--- config.mk ---
export PLATFORM = sky130hd
export DESIGN_NAME = aig_status_top
export DESIGN_NICKNAME = d
export VERILOG_FILES = /design/src/aig_gen.v /design/src/aig_status_top.v
export VERILOG_INCLUDE_DIRS = /design/src
export SDC_FILE = /design/constraint.sdc
export NUM_CORES = 1
export LEC_CHECK = 0
export BUFFER_PORTS_ARGS = -buffer_cell sky130_fd_sc_hd__buf_2
export CAP_MARGIN = 15
export CORE_MARGIN = 2
export CORE_UTILIZATION = 40
export CTS_CLUSTER_DIAMETER = 200
export DETAILED_ROUTE_END_ITERATION = 10
export HOLD_SLACK_MARGIN = 0.1
export RECOVER_POWER = 100
export SLEW_MARGIN = 10
export SYNTH_ARGS = -nofsm -noshare
export SYNTH_HDL_FRONTEND = slang
export SYNTH_HIERARCHICAL = 1
export SYNTH_SLANG_ARGS = --single-unit
--- constraint.sdc ---
create_clock -name ref_clk -period 5.6 [get_ports ref_clk]
set_input_delay 1.68 -clock ref_clk [delete_from_list [all_inputs] [get_ports ref_clk]]
set_output_delay 1.68 -clock ref_clk [all_outputs]
set_load 0.01 [all_outputs]
--- src/aig_defines.vh ---
// Purpose: Shared constants of the accelerometer event and FIFO status block.
// Assumes: Included by bare name from every design file of the block.
// Notes: Offsets are byte addresses on the device register port.
//
// Notes on behaviour
// Threshold status is 1 when stored samples reach or pass the programmed level.
// Overrun status is 1 exactly while the FIFO is completely filled.
// Empty status is 1 while no sample is stored, else 0.
// Current stored sample count appears in a five-bit level field, read-only.
// Each generator combines enabled events by OR or AND; select resets to 0.
// Six-direction mode bit, reset 0, makes enables pick direction recognition.
// Six enable bits per generator gate high and low events; reset 0.
// Status holds an active bit, 1 once events were generated; reset 0.
// Status holds six event flags for X, Y, Z high and low; reset 0.
// Generator one has three eight-bit thresholds, per axis, reset zero.
// Generator two has one shared eight-bit threshold, reset zero.
// Each generator has a wait enable on its duration counter, reset 0.
// Each generator holds a seven-bit duration beside its wait bit, reset zero.
// Status registers are read-only; configuration, threshold and duration are read-write.
// Generator two configuration has the same layout and meaning as generator one.
// With latch set, the request holds until the host reads that status register.
// Duration counter resets when inactive if reset-mode is 0, else decrements.
// Generator one event drives the trigger for trigger-dependent FIFO modes.
// FIFO threshold level is a five-bit control field resetting to zero.
// High is above threshold, low below; recognised after duration samples persist.
// Active bit and output follow combined enabled events, updated once per sample.
`ifndef AIG_DEFINES_VH
`define AIG_DEFINES_VH

// ----------------------------------------------------------------------------
// Register offsets
// ----------------------------------------------------------------------------
`define AIG_ADDR_CTRL7      8'h26
`define AIG_ADDR_FIFO_CTRL  8'h2E
`define AIG_ADDR_FIFO_STAT  8'h2F
`define AIG_ADDR_G1_CFG     8'h30
`define AIG_ADDR_G1_STAT    8'h31
`define AIG_ADDR_G1_THX     8'h32
`define AIG_ADDR_G1_THY     8'h33
`define AIG_ADDR_G1_THZ     8'h34
`define AIG_ADDR_G1_DUR     8'h35
`define AIG_ADDR_G2_CFG     8'h36
`define AIG_ADDR_G2_STAT    8'h37
`define AIG_ADDR_G2_THS     8'h38
`define AIG_ADDR_G2_DUR     8'h39

// ----------------------------------------------------------------------------
// Field positions and reset values
// ----------------------------------------------------------------------------
`define AIG_CFG_AOI         7
`define AIG_CFG_SIX         6
`define AIG_DUR_WAIT        7
`define AIG_CTRL7_DCRM2     5
`define AIG_CTRL7_DCRM1     4
`define AIG_CTRL7_LIR2      3
`define AIG_CTRL7_LIR1      2
`define AIG_STAT_ACTIVE     6
`define AIG_FST_LEVEL_BIT   7
`define AIG_FST_FULL_BIT    6
`define AIG_FST_EMPTY_BIT   5
`define AIG_RST_BYTE        8'h00
`define AIG_RST_STAT        7'h00
`define AIG_RST_CNT         7'h00
`define AIG_THR_LSB         7

`endif

--- src/aig_gen.v ---
// Purpose: One accelerometer interrupt generator with duration and latch logic.
// Assumes: sample_valid is a one-cycle pulse per output data sample.
// Notes: Samples are signed; thresholds compare against scaled magnitudes.
`timescale 1ns/10ps
`default_nettype none
`include "aig_defines.vh"

module aig_gen #(
  parameter SW = 16,
  parameter TW = 8,
  parameter DW = 7
) (
  // Clock and reset.
  input  wire              ref_clk,
  input  wire              reset,
  // Sample stream.
  input  wire              sample_valid,
  input  wire [3*SW-1:0]   samples,
  // Configuration.
  input  wire [3*TW-1:0]   thresholds,
  input  wire [7:0]        cfg,
  input  wire [DW-1:0]     event_length,
  input  wire              hold_off_enable,
  input  wire              latch_request,
  input  wire              counter_reset_select,
  input  wire              status_read,
  // Status.
  output reg  [6:0]        status_q
);

  // --------------------------------------------------------------------------
  // Axis comparison
  // --------------------------------------------------------------------------
  // Saturating scaled magnitude; full-scale negative would otherwise wrap to 0.
  function [TW-1:0] scaled_mag;
    input [SW-1:0] s;
    reg   [SW-1:0] m;
    begin
      m = s[SW-1] ? (~s + {{(SW-1){1'b0}}, 1'b1}) : s;
      if (m[SW-1]) begin
        scaled_mag = {TW{1'b1}};
      end else begin
        scaled_mag = m[TW-1+`AIG_THR_LSB:`AIG_THR_LSB];
      end
    end
  endfunction

  wire [5:0] raw_evt;
  genvar a;
  generate
    for (a = 0; a < 3; a = a + 1) begin : g_axis
      wire [SW-1:0] s   = samples[a*SW +: SW];
      wire [TW-1:0] thr = thresholds[a*TW +: TW];
      wire [TW-1:0] m   = scaled_mag(s);
      // Six-direction mode turns the pair into positive and negative tilt.
      assign raw_evt[2*a+1] = cfg[`AIG_CFG_SIX] ? (!s[SW-1] && m > thr)
                                                : (m > thr);           // see R06
      assign raw_evt[2*a]   = cfg[`AIG_CFG_SIX] ? (s[SW-1] && m > thr)
                                                : (m < thr);           // see R06
    end
  endgenerate

  // --------------------------------------------------------------------------
  // Event combination
  // --------------------------------------------------------------------------
  // Only enabled events count; AND with nothing enabled never fires.
  wire [5:0] hit  = raw_evt & cfg[5:0];
  wire       cond = cfg[`AIG_CFG_AOI] ? ((hit == cfg[5:0]) && (|cfg[5:0]))
                                      : (|hit);

  // --------------------------------------------------------------------------
  // Duration counter
  // --------------------------------------------------------------------------
  reg  [DW-1:0] cnt_q;
  reg  [DW-1:0] cnt_d;
  reg           act_q;
  reg           act_d;

  // Entry needs event_length+1 samples of the condition; with wait on, exit
  // also needs event_length+1 samples of its absence.
  always @* begin
    cnt_d = cnt_q;
    act_d = act_q;
    if (cond) begin
      if (act_q) begin
        cnt_d = `AIG_RST_CNT;
      end else if (cnt_q >= event_length) begin
        act_d = 1'b1;
        cnt_d = `AIG_RST_CNT;
      end else begin
        cnt_d = cnt_q + {{(DW-1){1'b0}}, 1'b1};
      end
    end else if (act_q) begin
      if (!hold_off_enable || cnt_q >= event_length) begin
        act_d = 1'b0;
        cnt_d = `AIG_RST_CNT;
      end else begin
        cnt_d = cnt_q + {{(DW-1){1'b0}}, 1'b1};
      end
    end else if (counter_reset_select) begin
      if (cnt_q != `AIG_RST_CNT) begin
        cnt_d = cnt_q - {{(DW-1){1'b0}}, 1'b1};
      end
    end else begin
      cnt_d = `AIG_RST_CNT;
    end
  end

  // --------------------------------------------------------------------------
  // Status register
  // --------------------------------------------------------------------------
  wire [6:0] new_stat = act_d ? {1'b1, hit} : `AIG_RST_STAT;

  // A latched flag set on a sample in the same cycle as the read survives.
  always @(posedge ref_clk or posedge reset) begin
    if (reset) begin
      cnt_q    <= `AIG_RST_CNT;
      act_q    <= 1'b0;
      status_q <= `AIG_RST_STAT;                                       // see R08
    end else if (sample_valid) begin
      cnt_q <= cnt_d;
      act_q <= act_d;
      if (latch_request) begin
        status_q <= (status_read ? `AIG_RST_STAT : status_q) | new_stat;
      end else begin
        status_q <= new_stat;
      end
    end else if (status_read && latch_request) begin
      status_q <= `AIG_RST_STAT;
    end
  end

endmodule // aig_gen

`default_nettype wire

--- src/aig_status_top.v ---
// Purpose: Register file, FIFO status and two interrupt generators.
// Assumes: Host accesses arrive as synchronous read and write strobes.
// Notes: Read data appears one cycle after the read strobe.
`timescale 1ns/10ps
`default_nettype none
`include "aig_defines.vh"

module aig_status_top #(
  parameter SW = 16,
  parameter TW = 8,
  parameter DW = 7,
  parameter CW = 6
) (
  // Clock and reset.
  input  wire            ref_clk,
  input  wire            reset,
  // Register port.
  input  wire [7:0]      reg_addr,
  input  wire            reg_wr,
  input  wire [7:0]      reg_wdata,
  input  wire            reg_rd,
  output reg  [7:0]      reg_rdata_q,
  output reg             reg_rvalid_q,
  // Sample stream at the output data rate.
  input  wire            sample_valid,
  input  wire [SW-1:0]   x_sample,
  input  wire [SW-1:0]   y_sample,
  input  wire [SW-1:0]   z_sample,
  // FIFO occupancy from the sample store.
  input  wire [CW-1:0]   fifo_count,
  input  wire            fifo_full,
  // FIFO control towards the sample store.
  output reg  [2:0]      fifo_mode_q,
  output reg  [4:0]      fifo_level_q,
  output reg             fifo_trigger_q,
  // Interrupt requests.
  output reg             int1_q,
  output reg             int2_q
);

  // --------------------------------------------------------------------------
  // Address decode
  // --------------------------------------------------------------------------
  // Used only by the status-read clears; the write path and the read mux decode with case.
  function hit_addr;
    input [7:0] addr;
    input [7:0] target;
    begin
      hit_addr = (addr == target);
    end
  endfunction

  wire rd_g1_stat = reg_rd && hit_addr(reg_addr, `AIG_ADDR_G1_STAT);
  wire rd_g2_stat = reg_rd && hit_addr(reg_addr, `AIG_ADDR_G2_STAT);

  // --------------------------------------------------------------------------
  // Writable registers
  // --------------------------------------------------------------------------
  reg [7:0] ctrl7_q;
  reg [7:0] fifo_ctrl_q;
  reg [7:0] g1_cfg_q;
  reg [7:0] g1_thx_q;
  reg [7:0] g1_thy_q;
  reg [7:0] g1_thz_q;
  reg [7:0] g1_dur_q;
  reg [7:0] g2_cfg_q;
  reg [7:0] g2_ths_q;
  reg [7:0] g2_dur_q;

  // Status offsets have no write branch, so host writes there are dropped.
  always @(posedge ref_clk or posedge reset) begin
    if (reset) begin
      ctrl7_q     <= `AIG_RST_BYTE;
      fifo_ctrl_q <= `AIG_RST_BYTE;
      g1_cfg_q    <= `AIG_RST_BYTE;                                    // see R05 see R06
      g1_thx_q    <= `AIG_RST_BYTE;
      g1_thy_q    <= `AIG_RST_BYTE;
      g1_thz_q    <= `AIG_RST_BYTE;
      g1_dur_q    <= `AIG_RST_BYTE;                                    // see R12
      g2_cfg_q    <= `AIG_RST_BYTE;
      g2_ths_q    <= `AIG_RST_BYTE;
      g2_dur_q    <= `AIG_RST_BYTE;
    end else if (reg_wr) begin
      case (reg_addr)
        `AIG_ADDR_CTRL7: begin
          ctrl7_q <= reg_wdata;
        end
        `AIG_ADDR_FIFO_CTRL: begin
          fifo_ctrl_q <= reg_wdata;
        end
        `AIG_ADDR_G1_CFG: begin
          g1_cfg_q <= reg_wdata;
        end
        `AIG_ADDR_G1_THX: begin
          g1_thx_q <= reg_wdata;
        end
        `AIG_ADDR_G1_THY: begin
          g1_thy_q <= reg_wdata;
        end
        `AIG_ADDR_G1_THZ: begin
          g1_thz_q <= reg_wdata;
        end
        `AIG_ADDR_G1_DUR: begin
          g1_dur_q <= reg_wdata;
        end
        `AIG_ADDR_G2_CFG: begin
          g2_cfg_q <= reg_wdata;
        end
        `AIG_ADDR_G2_THS: begin
          g2_ths_q <= reg_wdata;
        end
        `AIG_ADDR_G2_DUR: begin
          g2_dur_q <= reg_wdata;
        end
        default: begin
          ctrl7_q <= ctrl7_q;
        end
      endcase
    end
  end

  // --------------------------------------------------------------------------
  // Interrupt generators
  // --------------------------------------------------------------------------
  wire [3*SW-1:0] samples = {z_sample, y_sample, x_sample};
  wire [6:0]      g1_stat;
  wire [6:0]      g2_stat;

  // Generator one uses one threshold per axis.
  aig_gen #(
    .SW (SW),
    .TW (TW),
    .DW (DW)
  ) u_gen1 (
    .ref_clk              (ref_clk),
    .reset                (reset),
    .sample_valid         (sample_valid),
    .samples              (samples),
    .thresholds           ({g1_thz_q, g1_thy_q, g1_thx_q}),
    .cfg                  (g1_cfg_q),
    .event_length         (g1_dur_q[DW-1:0]),
    .hold_off_enable      (g1_dur_q[`AIG_DUR_WAIT]),
    .latch_request        (ctrl7_q[`AIG_CTRL7_LIR1]),
    .counter_reset_select (ctrl7_q[`AIG_CTRL7_DCRM1]),
    .status_read          (rd_g1_stat),
    .status_q             (g1_stat)
  );

  // Generator two shares one threshold across all axes.
  aig_gen #(
    .SW (SW),
    .TW (TW),
    .DW (DW)
  ) u_gen2 (
    .ref_clk              (ref_clk),
    .reset                (reset),
    .sample_valid         (sample_valid),
    .samples              (samples),
    .thresholds           ({g2_ths_q, g2_ths_q, g2_ths_q}),
    .cfg                  (g2_cfg_q),
    .event_length         (g2_dur_q[DW-1:0]),
    .hold_off_enable      (g2_dur_q[`AIG_DUR_WAIT]),
    .latch_request        (ctrl7_q[`AIG_CTRL7_LIR2]),
    .counter_reset_select (ctrl7_q[`AIG_CTRL7_DCRM2]),
    .status_read          (rd_g2_stat),
    .status_q             (g2_stat)
  );

  // --------------------------------------------------------------------------
  // FIFO status
  // --------------------------------------------------------------------------
  // The level field is five bits; a full store of 32 shows as full with
  // level 0, so software should look at the full flag first.
  wire [4:0] fifo_fill_level    = fifo_count[4:0];
  wire       fifo_level_reached = fifo_count >= {{(CW-5){1'b0}}, fifo_ctrl_q[4:0]}; // see R01
  wire       fifo_full_flag     = fifo_full;
  wire       fifo_empty_flag    = (fifo_count == {CW{1'b0}});
  wire [7:0] fifo_status = {fifo_level_reached, fifo_full_flag, fifo_empty_flag,
                            fifo_fill_level};

  // --------------------------------------------------------------------------
  // Read path
  // --------------------------------------------------------------------------
  reg [7:0] rd_mux;

  // Unmapped offsets read as zero; generator status bit 7 is reserved and reads zero.
  always @* begin
    case (reg_addr)
      `AIG_ADDR_CTRL7: begin
        rd_mux = ctrl7_q;
      end
      `AIG_ADDR_FIFO_CTRL: begin
        rd_mux = fifo_ctrl_q;
      end
      `AIG_ADDR_FIFO_STAT: begin
        rd_mux = fifo_status;
      end
      `AIG_ADDR_G1_CFG: begin
        rd_mux = g1_cfg_q;
      end
      `AIG_ADDR_G1_STAT: begin
        rd_mux = {1'b0, g1_stat};                                      // see R08
      end
      `AIG_ADDR_G1_THX: begin
        rd_mux = g1_thx_q;
      end
      `AIG_ADDR_G1_THY: begin
        rd_mux = g1_thy_q;
      end
      `AIG_ADDR_G1_THZ: begin
        rd_mux = g1_thz_q;
      end
      `AIG_ADDR_G1_DUR: begin
        rd_mux = g1_dur_q;
      end
      `AIG_ADDR_G2_CFG: begin
        rd_mux = g2_cfg_q;
      end
      `AIG_ADDR_G2_STAT: begin
        rd_mux = {1'b0, g2_stat};
      end
      `AIG_ADDR_G2_THS: begin
        rd_mux = g2_ths_q;
      end
      `AIG_ADDR_G2_DUR: begin
        rd_mux = g2_dur_q;
      end
      default: begin
        rd_mux = `AIG_RST_BYTE;
      end
    endcase
  end

  // Read data is captured with the strobe, so the host sees the status as it
  // stood before the clearing read took effect.
  always @(posedge ref_clk or posedge reset) begin
    if (reset) begin
      reg_rdata_q  <= `AIG_RST_BYTE;
      reg_rvalid_q <= 1'b0;
    end else begin
      reg_rvalid_q <= reg_rd;
      if (reg_rd) begin
        reg_rdata_q <= rd_mux;
      end
    end
  end

  // --------------------------------------------------------------------------
  // Outputs
  // --------------------------------------------------------------------------
  // Outputs are re-registered so every pin comes straight from a flop; this
  // costs one cycle of latency after the generator status updates.
  always @(posedge ref_clk or posedge reset) begin
    if (reset) begin
      fifo_mode_q    <= 3'h0;
      fifo_level_q   <= 5'h00;
      fifo_trigger_q <= 1'b0;
      int1_q         <= 1'b0;
      int2_q         <= 1'b0;
    end else begin
      fifo_mode_q    <= fifo_ctrl_q[7:5];
      fifo_level_q   <= fifo_ctrl_q[4:0];
      fifo_trigger_q <= g1_stat[`AIG_STAT_ACTIVE];
      int1_q         <= g1_stat[`AIG_STAT_ACTIVE];
      int2_q         <= g2_stat[`AIG_STAT_ACTIVE];
    end
  end

endmodule // aig_status_top

`default_nettype wire

==> results of run 1 <==
## metal layers
metal | track usage, % | share of wire (%) | wire (microns) | up-vias
met4 | 7.46 | 2.3 | 749 | 0
met2 | 39.4 | 48 | 15600 | 286
met5 | 0 | 0 | 0 | -
met1 | 33.0 | 44 | 14300 | 4607
met3 | 4.34 | 5.7 | 1860 | 47
li1 | - | - | - | 4336
## power by group through the flow
stage,clock (mW),sequential (mW),combinational (mW)
floorplan,0,1.05,0.471
global placement,0,1.10,0.657
detailed placement,0,1.10,0.668
CTS,1.11,1.08,0.720
global route,1.16,1.09,0.838
finish,1.10,1.08,0.760
## repair_timing
| item | 4_1_cts | 5_1_grt |
|---|---|---|
| resized for setup | 63 | 63 |
| endpoints found under the setup margin | 30 | 30 |
| buffers inserted | 16 | 7 |
| pin swaps | 23 | 44 |
| gates cloned | 1 | 0 |
## cell families (layout without fill, tap and decap cells)
| kind of cell | Yosys count | in the layout | share of synthesized area (%) |
|---|---|---|---|
| adder cells (fa/ha/maj) | 73 | 73 | 8.97 |
| XOR/XNOR | 43 | 43 | 3.70 |
| AO/OA/AOI/OAI | 266 | 267 | 19.2 |
| flip-flops | 129 | 129 | 31.7 |
| multiplexers | 98 | 98 | 11.7 |
| AND/OR/NAND/NOR | 326 | 326 | 18.1 |
| buffers and inverters | 154 | 328 | 6.59 |
## registers in the layout (all words and copies together) (netlist names), 8 cells and up
signal       cells
g1_thz_q         8
g2_dur_q         8
g1_cfg_q         8
ctrl7_q          8
g1_thy_q         8
g2_ths_q         8
fifo_ctrl_q      8
g1_thx_q         8
reg_rdata_q      8
g1_dur_q         8
g2_cfg_q         8
## worst min path at each step
stage,from,end,slack (ns),cells after the start
2_1_floorplan,fifo_ctrl_q[4],fifo_level_q[4],0.35,0
3_3_place_gp,fifo_ctrl_q[4],fifo_level_q[4],0.37,0
3_5_place_dp,fifo_ctrl_q[4],fifo_level_q[4],0.37,0
4_1_cts,fifo_ctrl_q[4],fifo_level_q[4],0.39,0
5_1_grt,fifo_ctrl_q[4],fifo_level_q[4],0.40,0
6_report,fifo_ctrl_q[3],fifo_level_q[3],0.39,0
## layout make-up
type | count | area, sq um
Clock buffer | 19 | 453
Clock inverter | 13 | 128
Inverter | 98 | 369
Sequential cell | 129 | 3230
Multi-Input combinational cell | 807 | 6860
Fill cell | 2382 | 12400
Tap cell | 330 | 413
Timing Repair Buffer | 198 | 1300
## synth_stat cells, types with 6 or more instances
| library cell | instances | area share (%) |
|---|---|---|
| nand2b_1 | 14 | 0.86 |
| o21ai_1 | 13 | 0.64 |
| nor2b_1 | 12 | 0.74 |
| or4_1 | 8 | 0.59 |
| a32oi_1 | 9 | 0.77 |
| a21o_1 | 16 | 1.2 |
| o21ai_0 | 43 | 2.1 |
| o211ai_1 | 11 | 0.81 |
| a22oi_1 | 8 | 0.59 |
| and3_1 | 16 | 0.98 |
| or4_4 | 6 | 0.66 |
| buf_6 | 6 | 0.66 |
| or4b_1 | 6 | 0.59 |
| clkbuf_1 | 25 | 0.92 |
| ha_1 | 73 | 9.0 |
| a22o_1 | 13 | 1.1 |
| or2_2 | 6 | 0.37 |
| a21oi_1 | 39 | 1.9 |
| nor2_1 | 23 | 0.85 |
| nand3_1 | 26 | 1.3 |
| mux2_4 | 10 | 1.5 |
| dfrtp_1 | 129 | 32 |
| buf_2 | 14 | 0.69 |
| a31oi_1 | 17 | 1.0 |
| mux2_1 | 8 | 0.89 |
| mux2_2 | 66 | 7.3 |
| nor4_1 | 9 | 0.55 |
| inv_1 | 98 | 3.6 |
| nand4_1 | 24 | 1.5 |
| and2_1 | 9 | 0.55 |
| mux2i_1 | 9 | 0.89 |
| xor2_1 | 39 | 3.4 |
| nor3_1 | 15 | 0.74 |
| nand2_1 | 116 | 4.3 |
| o31ai_1 | 18 | 1.3 |
| o21a_1 | 9 | 0.66 |
## cell usage in the layout, fill, tap and decap left out, types with 23 or more instances in the layout
master / n
nand3_1: 27
ha_1: 64
nor2_1: 23
nand4_1: 24
xor2_1: 39
dfrtp_1: 129
inv_1: 97
a21oi_1: 34
buf_2: 66
clkbuf_1: 25
nand2_1: 105
buf_4: 91
o21ai_0: 34
mux2_2: 65
## through the flow
step	cells	TNS, ns	util [%]
after CTS	1589	-1.18	49.9
final	1594	-1.69	50.8
after detailed placement	1541	-18.71	45.8
after floorplan	1089	-5.64	-
after global placement	1541	-16.76	45.8
after global routing	1594	-4.75	50.8
==> results.rst, run 1 <==
.. list-table::
   :header-rows: 1

   * - Metric
     - Value
   * - CP Capture Type
     - flip-flop
   * - Number of nets still failing antenna checks after routing
     - 0
   * - Portion of total power attributed to sequential cells
     - 36.8%
   * - Average routed wire per standard cell
     - around 20 microns
   * - Average size of a mapped cell
     - ~9.3 sq um
   * - Pin count of the biggest net entering global routing
     - 69
   * - Launching element of the worst setup path
     - y_sample[4]
   * - Root buf cell
     - clkbuf_16
   * - Worst Setup Start Kind
     - input port
   * - Internal power
     - 1.97 mW
   * - Final Hold Viols
     - 0
   * - Dpl ws
     - -0.790 ns
   * - Via count normalized by instance count
     - around 5.8
   * - Initial detailed-routing violation count
     - between 800 and 900
   * - Netlist area before placement
     - between 10,000 and 15,000 sq um
   * - Unrepaired setup endpoints after global routing
     - true
   * - RR Endpoint
     - u_gen2/cnt_q[2]
   * - GPL Wtd Cong
     - slightly below 1
   * - Worst-case clock buffer depth
     - 2
   * - Status
     - finished, violations left
   * - Total I/O pin count
     - between 90 and 100
   * - Clock power frac
     - ~38%
   * - Slew HR
     - -113%
   * - Leak
     - 5.62 nW
   * - Power density over cell area
     - 231 nW/um^2
   * - Die outline height
     - 164 microns
   * - Relative contribution of combinational cells to total power
     - around a quarter
   * - Family with the most delay on the worst path
     - simple AND/OR/NAND/NOR gates
   * - Final setup violation count
     - 20
   * - Violated checks
     - capacitance limit, slew limit, setup timing
   * - Total of warnings raised by yosys
     - 6
   * - Net switching power figure
     - approximately 980 uW
   * - Clock network latency to the later pin of the worst-skew pair
     - 0.43 ns
   * - Wire length of the first global-routing pass
     - approximately 50,000 microns
   * - Dominant synthesized flop cell
     - dfrtp_1
   * - DPL Wire Length
     - 23,300 microns
   * - Maximum VDD drop
     - a little over 0.2 mV
   * - Standard-cell row count
     - slightly below 60
   * - R2r setup slk
     - between 2 and 2.5 ns
   * - Synthesized flop and latch total
     - ~130
   * - Horizontal extent of the die
     - about 160 microns
   * - Hold Crit Class
     - reg2reg
   * - Share of the clock period used by the worst path
     - 103%
   * - Worst Max-Slew Pin Slew
     - between 3 and 4 ns
   * - Number of enable-type register cells in the synthesized netlist
     - 0
   * - Total of hold buffers inserted after clock tree synthesis
     - 0
   * - Cells traversed along the worst timing path
     - buf_8 > nor4_4 > nand2_1 > or4_4 > or4_4 > or4b_4 > nand2_4 > ha_4 > and3_4 > a221o_1 > a21o_1 > mux2i_2 > nand2_1 > and4bb_4 > or2_4 > a31oi_4 > buf_12 > o21ai_2 > a211o_1
   * - Total nets after synthesis
     - 1,238
   * - Number of DRC violations after detailed routing
     - 0
   * - Number of levels in the clock H-tree
     - 4
   * - Distinct cell type count after synthesis
     - 99
   * - Number of buffer cells added on primary ports
     - between 90 and 100
   * - Critical path depth in cells
     - 19
   * - Crit path max fanout
     - 8
   * - Final total power
     - ~3 mW
   * - Diode insertion count for antenna repair
     - 0
   * - Global-route usage over all layers
     - 24.3%
   * - Final #Nets
     - around 1,400
   * - Overflow after GRT
     - 0
   * - MaxCap Viol Count
     - 3
   * - Max Clock Freq
     - ~170 MHz
   * - Share of final-layout standard cells stronger than drive strength 1
     - between 30% and 40%
   * - Initial antenna violation count
     - 0
   * - Critical path class
     - in2reg
   * - Final max-slew violation count
     - 116
   * - Number of cells on the worst reg-to-reg path
     - 13
   * - Core area
     - 25,100 sq um
   * - Switching share of power
     - roughly 33%
   * - Slowest cell on the critical path
     - or4b_4
   * - Clock tree from TritonCTS
     - yes
   * - CTS Buf Count
     - 17
   * - Clock Pin Slew Worst Setup and Hold Paths
     - ~0.060 ns
   * - Die ar.
     - between 20,000 and 30,000 sq um
   * - Via count of the first global-routing pass
     - ~8,900
   * - Starting utilization of the core area
     - about two fifths
   * - Buffering stage count on the worst path with inverters included
     - 2
   * - First-pass iteration count of the detailed router
     - 5
   * - Total wirelength of the detailed-routed design
     - 32,500 microns
   * - Layout overhead on the synthesized area
     - 25.3%
   * - WHS
     - slightly below 0.4 ns
   * - Final min period
     - 5.79 ns
   * - Critical Path RT
     - ~6 ns
   * - Reg2Reg Launch Point
     - g2_ths_q[1]
   * - Worst Setup EP
     - u_gen2/cnt_q[2]
   * - Setup Skew
     - around 0.0075 ns
   * - Sequential area share after synthesis
     - 31.7%
   * - Via count of the routed design
     - approximately 9,300
   * - Worst EP arrival
     - 6.10 ns
   * - Placed Instance Area
     - ~11,000 sq um
   * - CP peak stage delay
     - ~0.56 ns
   * - Min setup slack post-route
     - -0.190 ns
   * - Async set-reset flop share out of synthesis
     - between 90% and 100%
   * - Synth Instances
     - roughly 1,100
   * - Final cell area excluding filler cells
     - 12,800 sq um
   * - CTS sink cnt
     - ~130
(Power assumes the default switching activity.)
==> run 2: changes to the inputs <==
Settings changed: CORE_ASPECT_RATIO set to 1.5.
==> run 2 against run 1 <==
The run still ends with capacitance limit, slew limit, setup timing left; die area about the same; combinational power about the same; clock-buffer cell count up 4; critical path type unchanged; largest cell class unchanged; highest routed layer unchanged.
==> results.rst, run 2 (synthesized netlist as in run 1, its figures left out) <==
.. list-table::
   :header-rows: 1

   * - Metric
     - Value
   * - Status
     - finished, violations left
   * - Violated checks
     - capacitance limit, slew limit, setup timing
   * - Worst-case clock buffer depth
     - 2
   * - Leak
     - roughly 5.6 nW
   * - Critical path class
     - in2reg
   * - RR Endpoint
     - u_gen2/cnt_q[2]
   * - Final max-slew violation count
     - roughly 110
   * - Multi-input combinational cell area
     - 6990 sq um
   * - Initial antenna violation count
     - 0
   * - Pin count of the biggest net entering global routing
     - 65
   * - Number of levels in the clock H-tree
     - 4
   * - Final #Nets
     - 1,397
   * - Core area
     - around 25,000 sq um
   * - Cells traversed along the worst timing path
     - buf_8 > nor4_4 > nand2_1 > or4_4 > or4_4 > or4b_4 > nand2_1 > ha_1 > a211oi_2 > o21bai_2 > or4b_4 > and4bb_4 > a41o_4 > buf_4 > a311oi_4 > buf_6 > a22o_1
   * - First-pass iteration count of the detailed router
     - 5
   * - Number of buffer cells added on primary ports
     - 95
   * - Final setup violation count
     - 21
   * - Number of DRC violations after detailed routing
     - 0
   * - Dpl ws
     - -0.721 ns
   * - Via count of the routed design
     - around 9,300
   * - Number of cells on the worst reg-to-reg path
     - 12
   * - R2r setup slk
     - between 2 and 2.5 ns
   * - Fillcell total
     - ~2,400
   * - Global-route usage over all layers
     - approximately a quarter
   * - Reg2Reg Launch Point
     - g2_ths_q[1]
   * - Worst Setup Start Kind
     - input port
   * - Final cell area excluding filler cells
     - approximately 13,000 sq um
   * - Launch instance of the worst min-delay path
     - fifo_ctrl_q[4]
   * - Most used cells in the layout excluding fill and tap cells
     - dfrtp_1 (129), nand2_1 (102), inv_1 (97)
   * - Initial detailed-routing violation count
     - between 500 and 600
   * - Area taken by flip-flops and latches
     - 3230 sq um
   * - Slowest cell on the critical path
     - or4b_4
   * - Placed Instance Area
     - 11,400 sq um
   * - Clock network latency to the later pin of the worst-skew pair
     - approximately 0.43 ns
   * - Clock Pin Slew Worst Setup and Hold Paths
     - around 0.060 ns
   * - Number of nets still failing antenna checks after routing
     - 0
   * - Die outline height
     - 199 microns
   * - CP peak stage delay
     - 0.57 ns
   * - Wire length of the first global-routing pass
     - 51,500 microns
   * - Hold Crit Class
     - reg2reg
   * - Max Clock Freq
     - ~170 MHz
   * - Worst Max-Slew Pin Slew
     - between 2 and 3 ns
   * - CTS Buf Count
     - 17
   * - Final min period
     - between 5 and 6 ns
   * - Setup Skew
     - just over 0.008 ns
   * - Die ar.
     - between 20,000 and 30,000 sq um
   * - DPL Wire Length
     - about 24,000 microns
   * - Average routed wire per standard cell
     - 20.8 microns
   * - Total I/O pin count
     - 96
   * - Root buf cell
     - clkbuf_16
   * - Worst EP arrival
     - 6.12 ns
   * - Min setup slack post-route
     - -0.157 ns
   * - Slew HR
     - -92.1%
   * - Standard-cell row count
     - 71
   * - GPL Wtd Cong
     - 0.942
   * - Crit path max fanout
     - 7
   * - Via count normalized by instance count
     - a little under 6
   * - Sum of negative setup slack
     - -1.89 ns
   * - CP Capture Type
     - flip-flop
   * - Share of the clock period used by the worst path
     - 103%
   * - Total wirelength of the detailed-routed design
     - approximately 33,000 microns
   * - Worst hold path cell count
     - 0
   * - Overflow after GRT
     - 0
   * - Power density over cell area
     - ~240 nW/um^2
   * - Most common library cell in the layout ignoring fill and taps
     - dfrtp_1
   * - Unrepaired setup endpoints after global routing
     - true
   * - Critical Path RT
     - slightly below 6 ns
   * - MaxCap Viol Count
     - 3
   * - Worst hold endpoint
     - fifo_level_q[4]
   * - Horizontal extent of the die
     - 134 microns
   * - Final Hold Viols
     - 0
   * - Layout overhead on the synthesized area
     - 26.9%
   * - CTS sink cnt
     - between 100 and 150
   * - Maximum VDD drop
     - roughly 0.19 mV
   * - Diode insertion count for antenna repair
     - 0
   * - Clock tree from TritonCTS
     - yes
   * - Via count of the first global-routing pass
     - ~9,300
   * - Share of final-layout standard cells stronger than drive strength 1
     - 32.9%
   * - Starting utilization of the core area
     - 40.6%
run 2: cell types whose count changed in the layout (fill, tap and decap cells not counted), moves of 3 or more:
cell / before / now
bufinv_16: 1 / 4
o21ai_0: 34 / 31
buf_4: 91 / 85
nand2_4: 4 / 9
ha_1: 64 / 61
clkbuf_1: 25 / 29
o21ai_2: 5 / 13
o21ai_1: 16 / 12
inv_6: 4 / 0
buf_6: 11 / 18
nand2_1: 105 / 102
run 2: final cells by class:
type	count	area share, %
multi-input combinational	806	54.1
timing repair buffer	196	10.0
clock buffer	23	3.62
sequential	129	25.0
tap	328	3.18
clock inverter	9	1.20
inverter	98	2.86
run 2: per-stage QoR:
stage                     instances  power (mW)  hold WS [ns]  util, %
final                          1589        3.04         0.382     51.5
after global routing           1589        3.19         0.404     51.5
after CTS                      1582        3.00         0.385     50.2
after detailed placement       1531        1.76         0.373     45.6
after global placement         1531        1.75         0.373     45.6
after floorplan                1089        1.52         0.354        -
run 2: per-layer routing:
metal | part of all wire (%) | up-vias | track usage [%]
li1 | - | 4330 | -
met3 | 5.2 | 100 | 3.58
met1 | 37 | 4513 | 28.1
met2 | 52 | 334 | 45.5
met4 | 5.3 | 0 | 13.1
met5 | 0 | - | 0
run 2: how the worst max path moves through the flow:
stage,startpoint,endpoint,slack [ns]
6_report,z_sample[4],u_gen1/status_q[1],-0.16
5_1_grt,z_sample[4],u_gen2/cnt_q[2],-0.34
4_1_cts,x_sample[4],u_gen2/cnt_q[2],-0.07
3_5_place_dp,y_sample[4],u_gen1/status_q[1],-0.72
3_3_place_gp,y_sample[4],u_gen1/cnt_q[2],-0.62
2_1_floorplan,y_sample[4],u_gen2/cnt_q[2],-0.36
run 2: critical path, delay by kind of cell:
family	cells	cell delay (ns)
buffers and inverters	3	0.43
AND/OR/NAND/NOR	8	2.66
AO/OA/AOI/OAI	5	1.06
adder cells (fa/ha/maj)	1	0.26
run 2: what timing repair did:
item | in CTS | in global routing
hold endpoints to repair | 0 | 0
hold buffers | 0 | 0
gates resized for setup | 72 | 87
pin swaps | 26 | 32
setup endpoints to repair | 30 | 30
setup buffers | 21 | 11
run 2: where the power goes:
group	leakage, nW	total, mW	internal (mW)	switching [mW]
logic	3.61	0.762	0.342	0.420
registers	1.74	1.09	0.990	0.101
clock network	0.301	1.19	0.768	0.421
total	5.64	3.04	2.10	0.943
